[config.mk]
export PLATFORM = sky130hd
export DESIGN_NAME = peis_top
export DESIGN_NICKNAME = d
export VERILOG_FILES = /design/src/rtl/peis_pkg.sv /design/src/rtl/peis_sync.sv /design/src/rtl/peis_counter.sv /design/src/rtl/peis_top.sv
export SDC_FILE = /design/constraint.sdc
export NUM_CORES = 1
export LEC_CHECK = 0
export BUFFER_PORTS_ARGS = -buffer_cell sky130_fd_sc_hd__buf_4
export CORE_MARGIN = 8
export CORE_UTILIZATION = 45
export CTS_CLUSTER_SIZE = 14
export DETAILED_ROUTE_END_ITERATION = 8
export GPL_TIMING_DRIVEN = 0
export PLACE_DENSITY_LB_ADDON = 0.25
export SYNTH_ARGS = -nofsm -noshare
export SYNTH_HDL_FRONTEND = slang
export SYNTH_SLANG_ARGS = --single-unit
[constraint.sdc]
create_clock -name core_clk -period 2.09 [get_ports core_clk]
set_input_delay 0.1045 -clock core_clk [delete_from_list [all_inputs] [get_ports core_clk]]
set_output_delay 0.1045 -clock core_clk [all_outputs]
set_load 0.02 [all_outputs]
[src/rtl/peis_pkg.sv]
// Function
// - flag bit 15 set on link quality change while link is up.
// - flag bit 14 set on any change of line energy detection.
// - flag bit 13 set on any change of link up/down status.
// - flag bit 12 set on any change of resolved speed.
// - flag bit 11 set on any change of duplex status.
// - flag bit 10 set when auto-negotiation completes.
// - flag bit 9 set when false carrier counter (0x14) passes half range.
// - flag bit 8 set when receive error counter (0x15) passes half range.
// - enable bit 7 gates the link quality flag onto the interrupt.
// - enable bit 6 gates the energy detection flag onto the interrupt.
// - enable bit 5 gates the link status flag onto the interrupt.
// - enable bit 4 gates the speed change flag onto the interrupt.
// - enable bit 3 gates the duplex change flag onto the interrupt.
// - enable bit 2 gates the auto-negotiation flag onto the interrupt.
// - enable bit 1 gates the false carrier half-full flag.
// - enable bit 0 gates the receive error half-full flag.
// - register sits at management offset 0x12, all bits reset to zero.
// - event interrupts need the global enable in the control register.
// - shared pin is interrupt output only when output enable is 1.
// - polarity 1 idles pin high, asserts low; polarity 0 the reverse.
// - 8-bit counter saturates, events once above 7Fh, clears on read.
package peis_pkg;
  // -------------------------------------------------------------
  // management register map
  // -------------------------------------------------------------
  localparam int ADDR_W = 5;
  localparam int DATA_W = 16;
  localparam logic [4:0] REG_IRQ_CTRL = 5'h11;
  localparam logic [4:0] REG_EVT_ONE = 5'h12;
  localparam logic [4:0] REG_EVT_TWO = 5'h13;
  localparam logic [4:0] REG_FC_CNT = 5'h14;
  localparam logic [4:0] REG_RXE_CNT = 5'h15;
  // -------------------------------------------------------------
  // field positions and reset values
  // -------------------------------------------------------------
  localparam int NUM_EVT = 8;
  localparam int FLAG_LSB = 8;
  localparam int EVT_LQ = 7;
  localparam int EVT_ENERGY = 6;
  localparam int EVT_LINK = 5;
  localparam int EVT_SPEED = 4;
  localparam int EVT_DUPLEX = 3;
  localparam int EVT_ANEG = 2;
  localparam int EVT_FC_HALF = 1;
  localparam int EVT_RXE_HALF = 0;
  localparam int CTL_POL = 3;
  localparam int CTL_TEST = 2;
  localparam int CTL_GIE = 1;
  localparam int CTL_OE = 0;
  localparam logic [3:0] CTL_RESET = 4'h8;
  localparam logic [7:0] EN_RESET = 8'h00;
  localparam logic [7:0] FLAG_RESET = 8'h00;
  // -------------------------------------------------------------
  // counters
  // -------------------------------------------------------------
  localparam int CNT_W = 8;
  localparam logic [7:0] CNT_HALF = 8'h7F;
  localparam logic [7:0] CNT_MAX = 8'hFF;
  // -------------------------------------------------------------
  // management frame
  // -------------------------------------------------------------
  localparam logic [5:0] PREAMBLE_LEN = 6'h20;
  localparam logic [4:0] HDR_LAST = 5'h0C;
  localparam logic [4:0] RD_BITS = 5'h10;
  localparam logic [4:0] WR_BITS = 5'h12;
  localparam logic [1:0] OP_READ = 2'h2;
  localparam logic [1:0] OP_WRITE = 2'h1;
  typedef enum logic [4:0] {
    ST_IDLE = 5'b00001,
    ST_HDR = 5'b00010,
    ST_RTA = 5'b00100,
    ST_RD = 5'b01000,
    ST_WR = 5'b10000
  } peis_state_e;
endpackage : peis_pkg

[src/rtl/peis_sync.sv]
`timescale 1ns/100ps
`default_nettype none
module peis_sync #(
  parameter int WIDTH = 1,
  parameter logic [WIDTH-1:0] RESET_VAL = '0
) (
  input wire logic core_clk, // system clock
  input wire logic reset_n, // async reset, active low
  input wire logic [WIDTH-1:0] async_in, // pin levels
  output var logic [WIDTH-1:0] sync_out // levels in core domain
);
  logic [WIDTH-1:0] meta;

  // first stage feeds only the second
  always_ff @(posedge core_clk or negedge reset_n) begin
    if (!reset_n) begin
      // idle levels, so no false edge or level shows after release
      meta <= RESET_VAL;
      sync_out <= RESET_VAL;
    end else begin
      meta <= async_in;
      sync_out <= meta;
    end
  end
endmodule : peis_sync
`default_nettype wire

[src/rtl/peis_counter.sv]
`timescale 1ns/100ps
`default_nettype none
module peis_counter
  import peis_pkg::*;
(
  input wire logic core_clk, // system clock
  input wire logic reset_n, // async reset, active low
  input wire logic event_in, // one-cycle event pulse
  input wire logic clear, // clear-on-read pulse
  output var logic [peis_pkg::CNT_W-1:0] count, // current count
  output var logic half_evt // pulse on passing half range
);
  // an event in the clearing cycle counts as the first of the new run
  always_ff @(posedge core_clk or negedge reset_n) begin
    if (!reset_n) begin
      count <= '0;
    end else if (clear) begin
      count <= event_in ? CNT_W'(1) : '0;
    end else if (event_in && count != CNT_MAX) begin
      count <= count + CNT_W'(1);
    end
  end

  // fires once per run: crossing 7Fh happens only once until cleared
  always_ff @(posedge core_clk or negedge reset_n) begin
    if (!reset_n) begin
      half_evt <= 1'b0;
    end else begin
      half_evt <= event_in && !clear && count == CNT_HALF;
    end
  end
endmodule : peis_counter
`default_nettype wire

[src/rtl/peis_top.sv]
`timescale 1ns/100ps
`default_nettype none
module peis_top
  import peis_pkg::*;
#(
  parameter logic [peis_pkg::ADDR_W-1:0] PHY_ADDR = 5'h00
) (
  input wire logic core_clk, // system clock, 20 MHz
  input wire logic reset_n, // async reset, active low
  input wire logic mdc, // management clock pin
  input wire logic mdio_in, // management data, pin level
  output var logic mdio_out, // management data driven value
  output var logic mdio_oe, // management data drive enable
  input wire logic irq_pin_in, // shared pin level
  output var logic irq_pin_out, // shared pin driven value
  output var logic irq_pin_oe, // shared pin drive enable
  output var logic powerdown_req, // power-down requested via pin
  output var logic irq_req, // internal interrupt request
  input wire logic link_up, // link status level
  input wire logic link_quality_good, // link quality level
  input wire logic energy_present, // energy detect level
  input wire logic speed_100, // resolved speed level
  input wire logic full_duplex, // duplex level
  input wire logic autoneg_done, // auto-negotiation complete level
  input wire logic false_carrier_evt, // false carrier pulse
  input wire logic rx_error_evt // receive error pulse
);
  // -------------------------------------------------------------
  // pin synchronisers and management clock edge
  // -------------------------------------------------------------
  logic mdc_s;
  logic mdio_s;
  logic pin_s;
  logic mdc_d;
  logic mdc_rise;

  // mdc idles low, mdio and the shared pin idle high
  peis_sync #(
    .WIDTH(3),
    .RESET_VAL(3'h3)
  ) u_sync (
    .core_clk(core_clk),
    .reset_n(reset_n),
    .async_in({mdc, mdio_in, irq_pin_in}),
    .sync_out({mdc_s, mdio_s, pin_s})
  );

  always_ff @(posedge core_clk or negedge reset_n) begin
    if (!reset_n) begin
      mdc_d <= 1'b0;
    end else begin
      mdc_d <= mdc_s;
    end
  end

  assign mdc_rise = mdc_s && !mdc_d;

  // -------------------------------------------------------------
  // register state
  // -------------------------------------------------------------
  logic [3:0] ctrl;
  logic [NUM_EVT-1:0] evt_en;
  logic [NUM_EVT-1:0] evt_flag;
  logic [NUM_EVT-1:0] evt_hit;
  logic [CNT_W-1:0] fc_count;
  logic [CNT_W-1:0] rxe_count;
  logic fc_half;
  logic rxe_half;
  logic rd_stb;
  logic wr_stb;
  logic [ADDR_W-1:0] acc_addr;
  logic [DATA_W-1:0] wr_data;
  logic clr_flags;
  logic clr_fc;
  logic clr_rxe;

  assign clr_flags = rd_stb && acc_addr == REG_EVT_ONE;
  assign clr_fc = rd_stb && acc_addr == REG_FC_CNT;
  assign clr_rxe = rd_stb && acc_addr == REG_RXE_CNT;

  // -------------------------------------------------------------
  // event counters
  // -------------------------------------------------------------
  peis_counter u_fc_cnt (
    .core_clk(core_clk),
    .reset_n(reset_n),
    .event_in(false_carrier_evt),
    .clear(clr_fc),
    .count(fc_count),
    .half_evt(fc_half)
  );

  peis_counter u_rxe_cnt (
    .core_clk(core_clk),
    .reset_n(reset_n),
    .event_in(rx_error_evt),
    .clear(clr_rxe),
    .count(rxe_count),
    .half_evt(rxe_half)
  );

  // -------------------------------------------------------------
  // change detection
  // -------------------------------------------------------------
  logic prev_lq;
  logic prev_energy;
  logic prev_link;
  logic prev_speed;
  logic prev_duplex;
  logic prev_aneg;

  // previous levels reset low, so a level already high at release
  // is reported once as a change (link quality only while link is up)
  always_ff @(posedge core_clk or negedge reset_n) begin
    if (!reset_n) begin
      prev_lq <= 1'b0;
      prev_energy <= 1'b0;
      prev_link <= 1'b0;
      prev_speed <= 1'b0;
      prev_duplex <= 1'b0;
      prev_aneg <= 1'b0;
    end else begin
      prev_lq <= link_quality_good;
      prev_energy <= energy_present;
      prev_link <= link_up;
      prev_speed <= speed_100;
      prev_duplex <= full_duplex;
      prev_aneg <= autoneg_done;
    end
  end

  always_comb begin
    evt_hit = '0;
    evt_hit[EVT_LQ] = (link_quality_good != prev_lq) && link_up;
    evt_hit[EVT_ENERGY] = energy_present != prev_energy;
    evt_hit[EVT_LINK] = link_up != prev_link;
    evt_hit[EVT_SPEED] = speed_100 != prev_speed;
    evt_hit[EVT_DUPLEX] = full_duplex != prev_duplex;
    evt_hit[EVT_ANEG] = autoneg_done && !prev_aneg;
    evt_hit[EVT_FC_HALF] = fc_half;
    evt_hit[EVT_RXE_HALF] = rxe_half;
  end

  // -------------------------------------------------------------
  // sticky flags: a new event beats the read that clears
  // -------------------------------------------------------------
  for (genvar i = 0; i < NUM_EVT; i++) begin : g_flag
    always_ff @(posedge core_clk or negedge reset_n) begin
      if (!reset_n) begin
        evt_flag[i] <= FLAG_RESET[i];
      end else if (evt_hit[i]) begin
        evt_flag[i] <= 1'b1;
      end else if (clr_flags) begin
        evt_flag[i] <= 1'b0;
      end
    end
  end

  // -------------------------------------------------------------
  // register writes
  // -------------------------------------------------------------
  always_ff @(posedge core_clk or negedge reset_n) begin
    if (!reset_n) begin
      evt_en <= EN_RESET;
    end else if (wr_stb && acc_addr == REG_EVT_ONE) begin
      evt_en <= wr_data[NUM_EVT-1:0];
    end
  end

  always_ff @(posedge core_clk or negedge reset_n) begin
    if (!reset_n) begin
      ctrl <= CTL_RESET;
    end else if (wr_stb && acc_addr == REG_IRQ_CTRL) begin
      ctrl <= wr_data[3:0];
    end
  end

  // -------------------------------------------------------------
  // interrupt and shared pin
  // -------------------------------------------------------------
  logic irq_now;
  logic [NUM_EVT-1:0] evt_armed;

  // each flag reaches the request only through its own enable bit
  assign evt_armed = evt_flag & evt_en;
  assign irq_now = (ctrl[CTL_GIE] && |evt_armed)
                   || ctrl[CTL_TEST]; // test bit forces a request

  always_ff @(posedge core_clk or negedge reset_n) begin
    if (!reset_n) begin
      irq_req <= 1'b0;
    end else begin
      irq_req <= irq_now;
    end
  end

  always_ff @(posedge core_clk or negedge reset_n) begin
    if (!reset_n) begin
      irq_pin_oe <= 1'b0;
      irq_pin_out <= 1'b1;
    end else begin
      irq_pin_oe <= ctrl[CTL_OE];
      irq_pin_out <= ctrl[CTL_POL] ? !irq_now : irq_now;
    end
  end

  // pin reads as active-low power-down only while not driven
  always_ff @(posedge core_clk or negedge reset_n) begin
    if (!reset_n) begin
      powerdown_req <= 1'b0;
    end else begin
      powerdown_req <= !ctrl[CTL_OE] && !pin_s;
    end
  end

  // -------------------------------------------------------------
  // read data selection
  // -------------------------------------------------------------
  function automatic logic [DATA_W-1:0] read_word(
    input logic [ADDR_W-1:0] addr
  );
    logic [DATA_W-1:0] word;
    word = '0;
    case (addr)
      REG_IRQ_CTRL: word[3:0] = ctrl;
      REG_EVT_ONE: word = {evt_flag, evt_en};
      REG_FC_CNT: word[CNT_W-1:0] = fc_count;
      REG_RXE_CNT: word[CNT_W-1:0] = rxe_count;
      default: word = '0;
    endcase
    return word;
  endfunction : read_word

  // -------------------------------------------------------------
  // management frame engine, one step per mdc rising edge
  // -------------------------------------------------------------
  peis_state_e state;
  logic [5:0] pre_cnt;
  logic [4:0] bit_cnt;
  logic [11:0] hdr;
  logic [12:0] hdr_full;
  logic [DATA_W-1:0] shift;
  logic [DATA_W-1:0] next_shift_in;

  assign hdr_full = {hdr, mdio_s};
  assign next_shift_in = {shift[DATA_W-2:0], mdio_s};

  always_ff @(posedge core_clk or negedge reset_n) begin
    if (!reset_n) begin
      state <= ST_IDLE;
      pre_cnt <= '0;
      bit_cnt <= '0;
      hdr <= '0;
      acc_addr <= '0;
    end else if (mdc_rise) begin
      case (state)
        ST_IDLE: begin
          if (mdio_s) begin
            if (pre_cnt != PREAMBLE_LEN) begin
              pre_cnt <= pre_cnt + 6'h01;
            end
          end else begin
            pre_cnt <= '0;
            if (pre_cnt == PREAMBLE_LEN) begin
              state <= ST_HDR;
              bit_cnt <= '0;
            end
          end
        end
        ST_HDR: begin
          hdr <= hdr_full[11:0];
          bit_cnt <= bit_cnt + 5'h01;
          if (bit_cnt == HDR_LAST) begin
            acc_addr <= hdr_full[4:0];
            bit_cnt <= '0;
            // other station addresses and bad start bits are ignored
            if (!hdr_full[12] || hdr_full[9:5] != PHY_ADDR) begin
              state <= ST_IDLE;
            end else if (hdr_full[11:10] == OP_READ) begin
              state <= ST_RTA;
            end else if (hdr_full[11:10] == OP_WRITE) begin
              state <= ST_WR;
            end else begin
              state <= ST_IDLE;
            end
          end
        end
        ST_RTA: begin
          state <= ST_RD;
          bit_cnt <= RD_BITS;
        end
        ST_RD: begin
          if (bit_cnt == '0) begin
            state <= ST_IDLE;
          end else begin
            bit_cnt <= bit_cnt - 5'h01;
          end
        end
        ST_WR: begin
          bit_cnt <= bit_cnt + 5'h01;
          if (bit_cnt == WR_BITS - 5'h01) begin
            state <= ST_IDLE;
          end
        end
        default: begin
          state <= ST_IDLE;
        end
      endcase
    end
  end

  // data shifter, drive and access strobes
  always_ff @(posedge core_clk or negedge reset_n) begin
    if (!reset_n) begin
      shift <= '0;
      mdio_out <= 1'b0;
      mdio_oe <= 1'b0;
      rd_stb <= 1'b0;
      wr_stb <= 1'b0;
      wr_data <= '0;
    end else begin
      rd_stb <= 1'b0;
      wr_stb <= 1'b0;
      if (mdc_rise) begin
        case (state)
          ST_RTA: begin
            // snapshot taken here; rd_stb clears the register one cycle later
            shift <= read_word(acc_addr);
            rd_stb <= 1'b1;
            mdio_oe <= 1'b1;
            mdio_out <= 1'b0;
          end
          ST_RD: begin
            if (bit_cnt == '0) begin
              mdio_oe <= 1'b0;
              mdio_out <= 1'b0;
            end else begin
              mdio_out <= shift[DATA_W-1];
              shift <= {shift[DATA_W-2:0], 1'b0};
            end
          end
          ST_WR: begin
            shift <= next_shift_in;
            if (bit_cnt == WR_BITS - 5'h01) begin
              wr_data <= next_shift_in;
              wr_stb <= 1'b1;
            end
          end
          default: begin
            mdio_oe <= 1'b0;
          end
        endcase
      end
    end
  end
endmodule : peis_top
`default_nettype wire

==> impl_metrics.csv <==
group,metric,value,unit
clock_tree,cts_buffers,17,
drt,drtPass1Iterations,7,
global_routing,groute.usage.overall,15.66,%
sta,timing.final.hold_violations,0,
setup_path,r2r_slack,0.04,ns
sta,finalClockSkew,0.006200,ns
power,p_leak,0.003076,uW
min_path,min_path_type,"input pin to asynchronous set/reset pin",
logic_synthesis,synth_top_cell_area_share,50.16,%
setup_path,reg2reg_depth,8,
logic_synthesis,yosysUniqueCellTypes,64,
die,chipWidth,125.9,um
logic_synthesis,syn_area_per_cell,10.94,um2
logic_synthesis,ys.flop_type,"dfrtp_1",
place,place_ws,-0.1459,ns
logic_synthesis,synthCells,497,
job,maxCapViolCount,0,
cells_and_area,fin_nets,581,
setup_path,r2r-start,"bit_cnt[0]$_DFFE_PN0P_",
logic_synthesis,synth_compound_area_share,12.40,%
sta,setup_violations,0,
logic_synthesis,async_reset_ff_share,100.0,%
setup_path,critPathKind,"flop to flop",
sta,rsz0062_at_grt,"yes",
die,die_y,125.9,um
global_routing,grt_pass1_wl,19870,um
clock_tree,clk_pin_slew,0.06,ns
setup_path,worst_path_largest_cell_delay,0.49,ns
sta,clock.fmax,487.7,MHz
setup_path,crit_fanout,5,
die,rows,40,
sta,post-route-period-util,98.11,%
power,vdd_ir_drop_max,633.1,uV
drt,vias,4030,
clock_tree,htree_levels,4,
sta,worst_slack,0.03945,ns
place,io_buffer_count,18,
logic_synthesis,synth-seq-area-share,53.54,%
clock_tree,clock_sinks,116,
logic_synthesis,ys_ff_latch,116,
drt,ant_nets,0,
logic_synthesis,synth-edff-count,0,
setup_path,slowest_stage,"or4b_4",
global_routing,first_global_vias,4020,
setup_path,cp.required,2.45,ns
drt,drc,0,
drt,drtIter0Drc,300,
global_routing,grt_remaining_overflow,0,
die,io_pins,19,
logic_synthesis,yosys.area.top_type,"dfrtp_1",
logic_synthesis,syn_nets,519,
logic_synthesis,yosys-top-cells-area,"dfrtp_1 50%, mux2_2 8.7%, nand2_1 4.1%, dfstp_2 3.4%, o21ai_0 3.0%",
logic_synthesis,synth-simple-area-share,15.67,%
run_status,status,"finished, final reports clean",
cells_and_area,drive_gt1_share,26.92,%
logic_synthesis,netlist_top_cells_count,"109 x dfrtp_1, 59 x nand2_1, 42 x mux2_2",
power,powerDensity,1062,nW/um2
setup_path,path_buf_inv,2,
sta,layout_min_cycle_time,2.051,ns
drt,wirelength,12090,um
place,hpwl,7800,um
clock_tree,cts_tree,"yes",
sta,slew_viol_final,0,
cells_and_area,diodes,0,
die,start_util,45.65,%
logic_synthesis,synth_xor_area_share,3.705,%
clock_tree,cts_root_buf,"clkbuf_16",
die,dieArea,15860,um2
drt,wl_per_cell,16.82,um
cells_and_area,areaGrowthSynthToFinish,24.46,%
setup_path,cp-start-kind,"flop",
global_routing,grt_max_degree,66,
die,coreArea,11910,um2
logic_synthesis,yosysWarnings,0,
clock_tree,cts_buffer_depth,2,
logic_synthesis,syn_area,5438,um2
setup_path,cp_data_arrival_time,2.41,ns
setup_path,crit_path_end_kind,"flop",
sta,slew_headroom,44.18,%
setup_path,timing.rr.end,"state[0]$_DFFE_PN1P_",
power,power,7188,uW
setup_path,critPathTopFamily,"compound AO/OA/AOI/OAI gates",
logic_synthesis,muxShareOfSynthArea,9.250,%
place,gp_congestion,0.8999,
cells_and_area,finish.instance_area,6768,um2
logic_synthesis,synth_top_family_by_area,"simple AND/OR/NAND/NOR gates",
sta,worst_pin_slew,0.8372,ns
drt,via_per_inst,5.605,
clock_tree,clk_latency,0.41,ns
logic_synthesis,synthMostInstantiatedCell,"dfrtp_1",
logic_synthesis,synthAdderAreaFrac,2.071,%
place,place_area,5784,um2
setup_path,crit_chain,"inv_2, ha_4, or4b_4, a31oi_4, o211ai_1, buf_4, a31oi_2, a21o_1",
global_routing,antenna_found_initial,0,
[cell usage in the layout (no fill, tap or decap), drive strengths merged, types with 2 or more instances in the layout]
cell and n:
clkinv 4, a21oi 8, a222oi 3, clkbuf 22, nand4 7, dlygate4sd3 12
and3 5, mux2i 3, nand3 15, nand3b 4, a22oi 12, nor2b 13
inv 23, a21o 7, a31oi 5, o31ai 5, dfstp 7, nor4 4
nor2 29, xor2 9, nand2 59, and2 2, nand2b 2, a2bb2oi 4
o21ai 34, or3 4, o211ai 2, o22ai 3, clkinvlp 2, xnor2 14
buf 46, ha 9, a22o 2, a221oi 5, dfrtp 109, mux2 42
nor3 12, bufinv 5
[registers in the layout (all words and copies together), names as in the netlist, 3 cells and up]
name,count
shift,16
hdr,12
evt_en,8
evt_flag,8
u_fc_cnt.count,8
u_rxe_cnt.count,8
wr_data,8
pre_cnt,6
acc_addr,5
bit_cnt,5
state,5
ctrl,4
u_sync.meta,3
u_sync.sync_out,3
[layer usage]
metal	up-vias	share of wire, %	track usage [%]
met4	0	1.8	7.006
met1	2020	45	19.60
met5	-	0	0
met3	19	4.2	4.641
li1	1896	-	-
met2	95	49	24.57
[through the flow]
step / setup TNS (ns) / hold slack (ns) / util, % / cells
6_report: 0 / 0.3174 / 56.82 / 719
3_5_place_dp: -2.921 / 0.2152 / 48.56 / 663
4_1_cts: -0.3523 / 0.3278 / 55.35 / 709
2_1_floorplan: 0 / -0.1911 / - / 497
5_1_grt: -0.04590 / 0.3439 / 56.82 / 719
3_3_place_gp: -2.783 / 0.2138 / 48.33 / 662
[final cells by class]
class	count	area, um2
flip-flops and latches	116	2913
multi-input cells	342	2452
clock buffers	17	425.4
well taps	147	183.9
inverters	19	71.32
clock inverters	15	227.7
fillers	1001	5144
repair buffers	43	372.9
plain buffers	20	121.4
[what timing repair did]
action                                  CTS  global route
setup buffers                             2            10
gates resized for setup                   4            26
cloned                                    0             0
hold endpoints to repair                 74             0
endpoints found under the setup margin   37            61
hold buffers                             12             0
pin swaps                                 2             8
[how the worst max path moves through the flow]
stage                                 from  slack (ns)               endpoint  cells after the start
finish              bit_cnt[0]$_DFFE_PN0P_        0.04   state[0]$_DFFE_PN1P_                      8
global route        bit_cnt[0]$_DFFE_PN0P_       -0.02   state[0]$_DFFE_PN1P_                      8
CTS                   state[0]$_DFFE_PN1P_       -0.06  shift[15]$_DFFE_PN0P_                      6
floorplan           bit_cnt[0]$_DFFE_PN0P_        0.14   state[4]$_DFFE_PN0P_                      7
global placement    bit_cnt[0]$_DFFE_PN0P_       -0.18  shift[14]$_DFFE_PN0P_                      7
detailed placement  bit_cnt[1]$_DFFE_PN0P_       -0.15  shift[12]$_DFFE_PN0P_                      7
[logic make-up (layout without fill, tap and decap cells)]
logic type	after synthesis	in the layout
buffers and inverters	39	114
DFF	116	116
adders and majority gates	9	9
and+or+nand+nor	165	165
xor gates and xnor gates	23	23
muxes	45	45
AOI/OAI and AO/OA	100	100
[where the power goes]
part	leakage [uW]	internal [uW]	switching (uW)
Combinational	0.00125	597	684
Sequential	0.00151	2480	230
Clock	0.000315	2130	1070
Note: power is estimated with default switching activity, not from simulation.
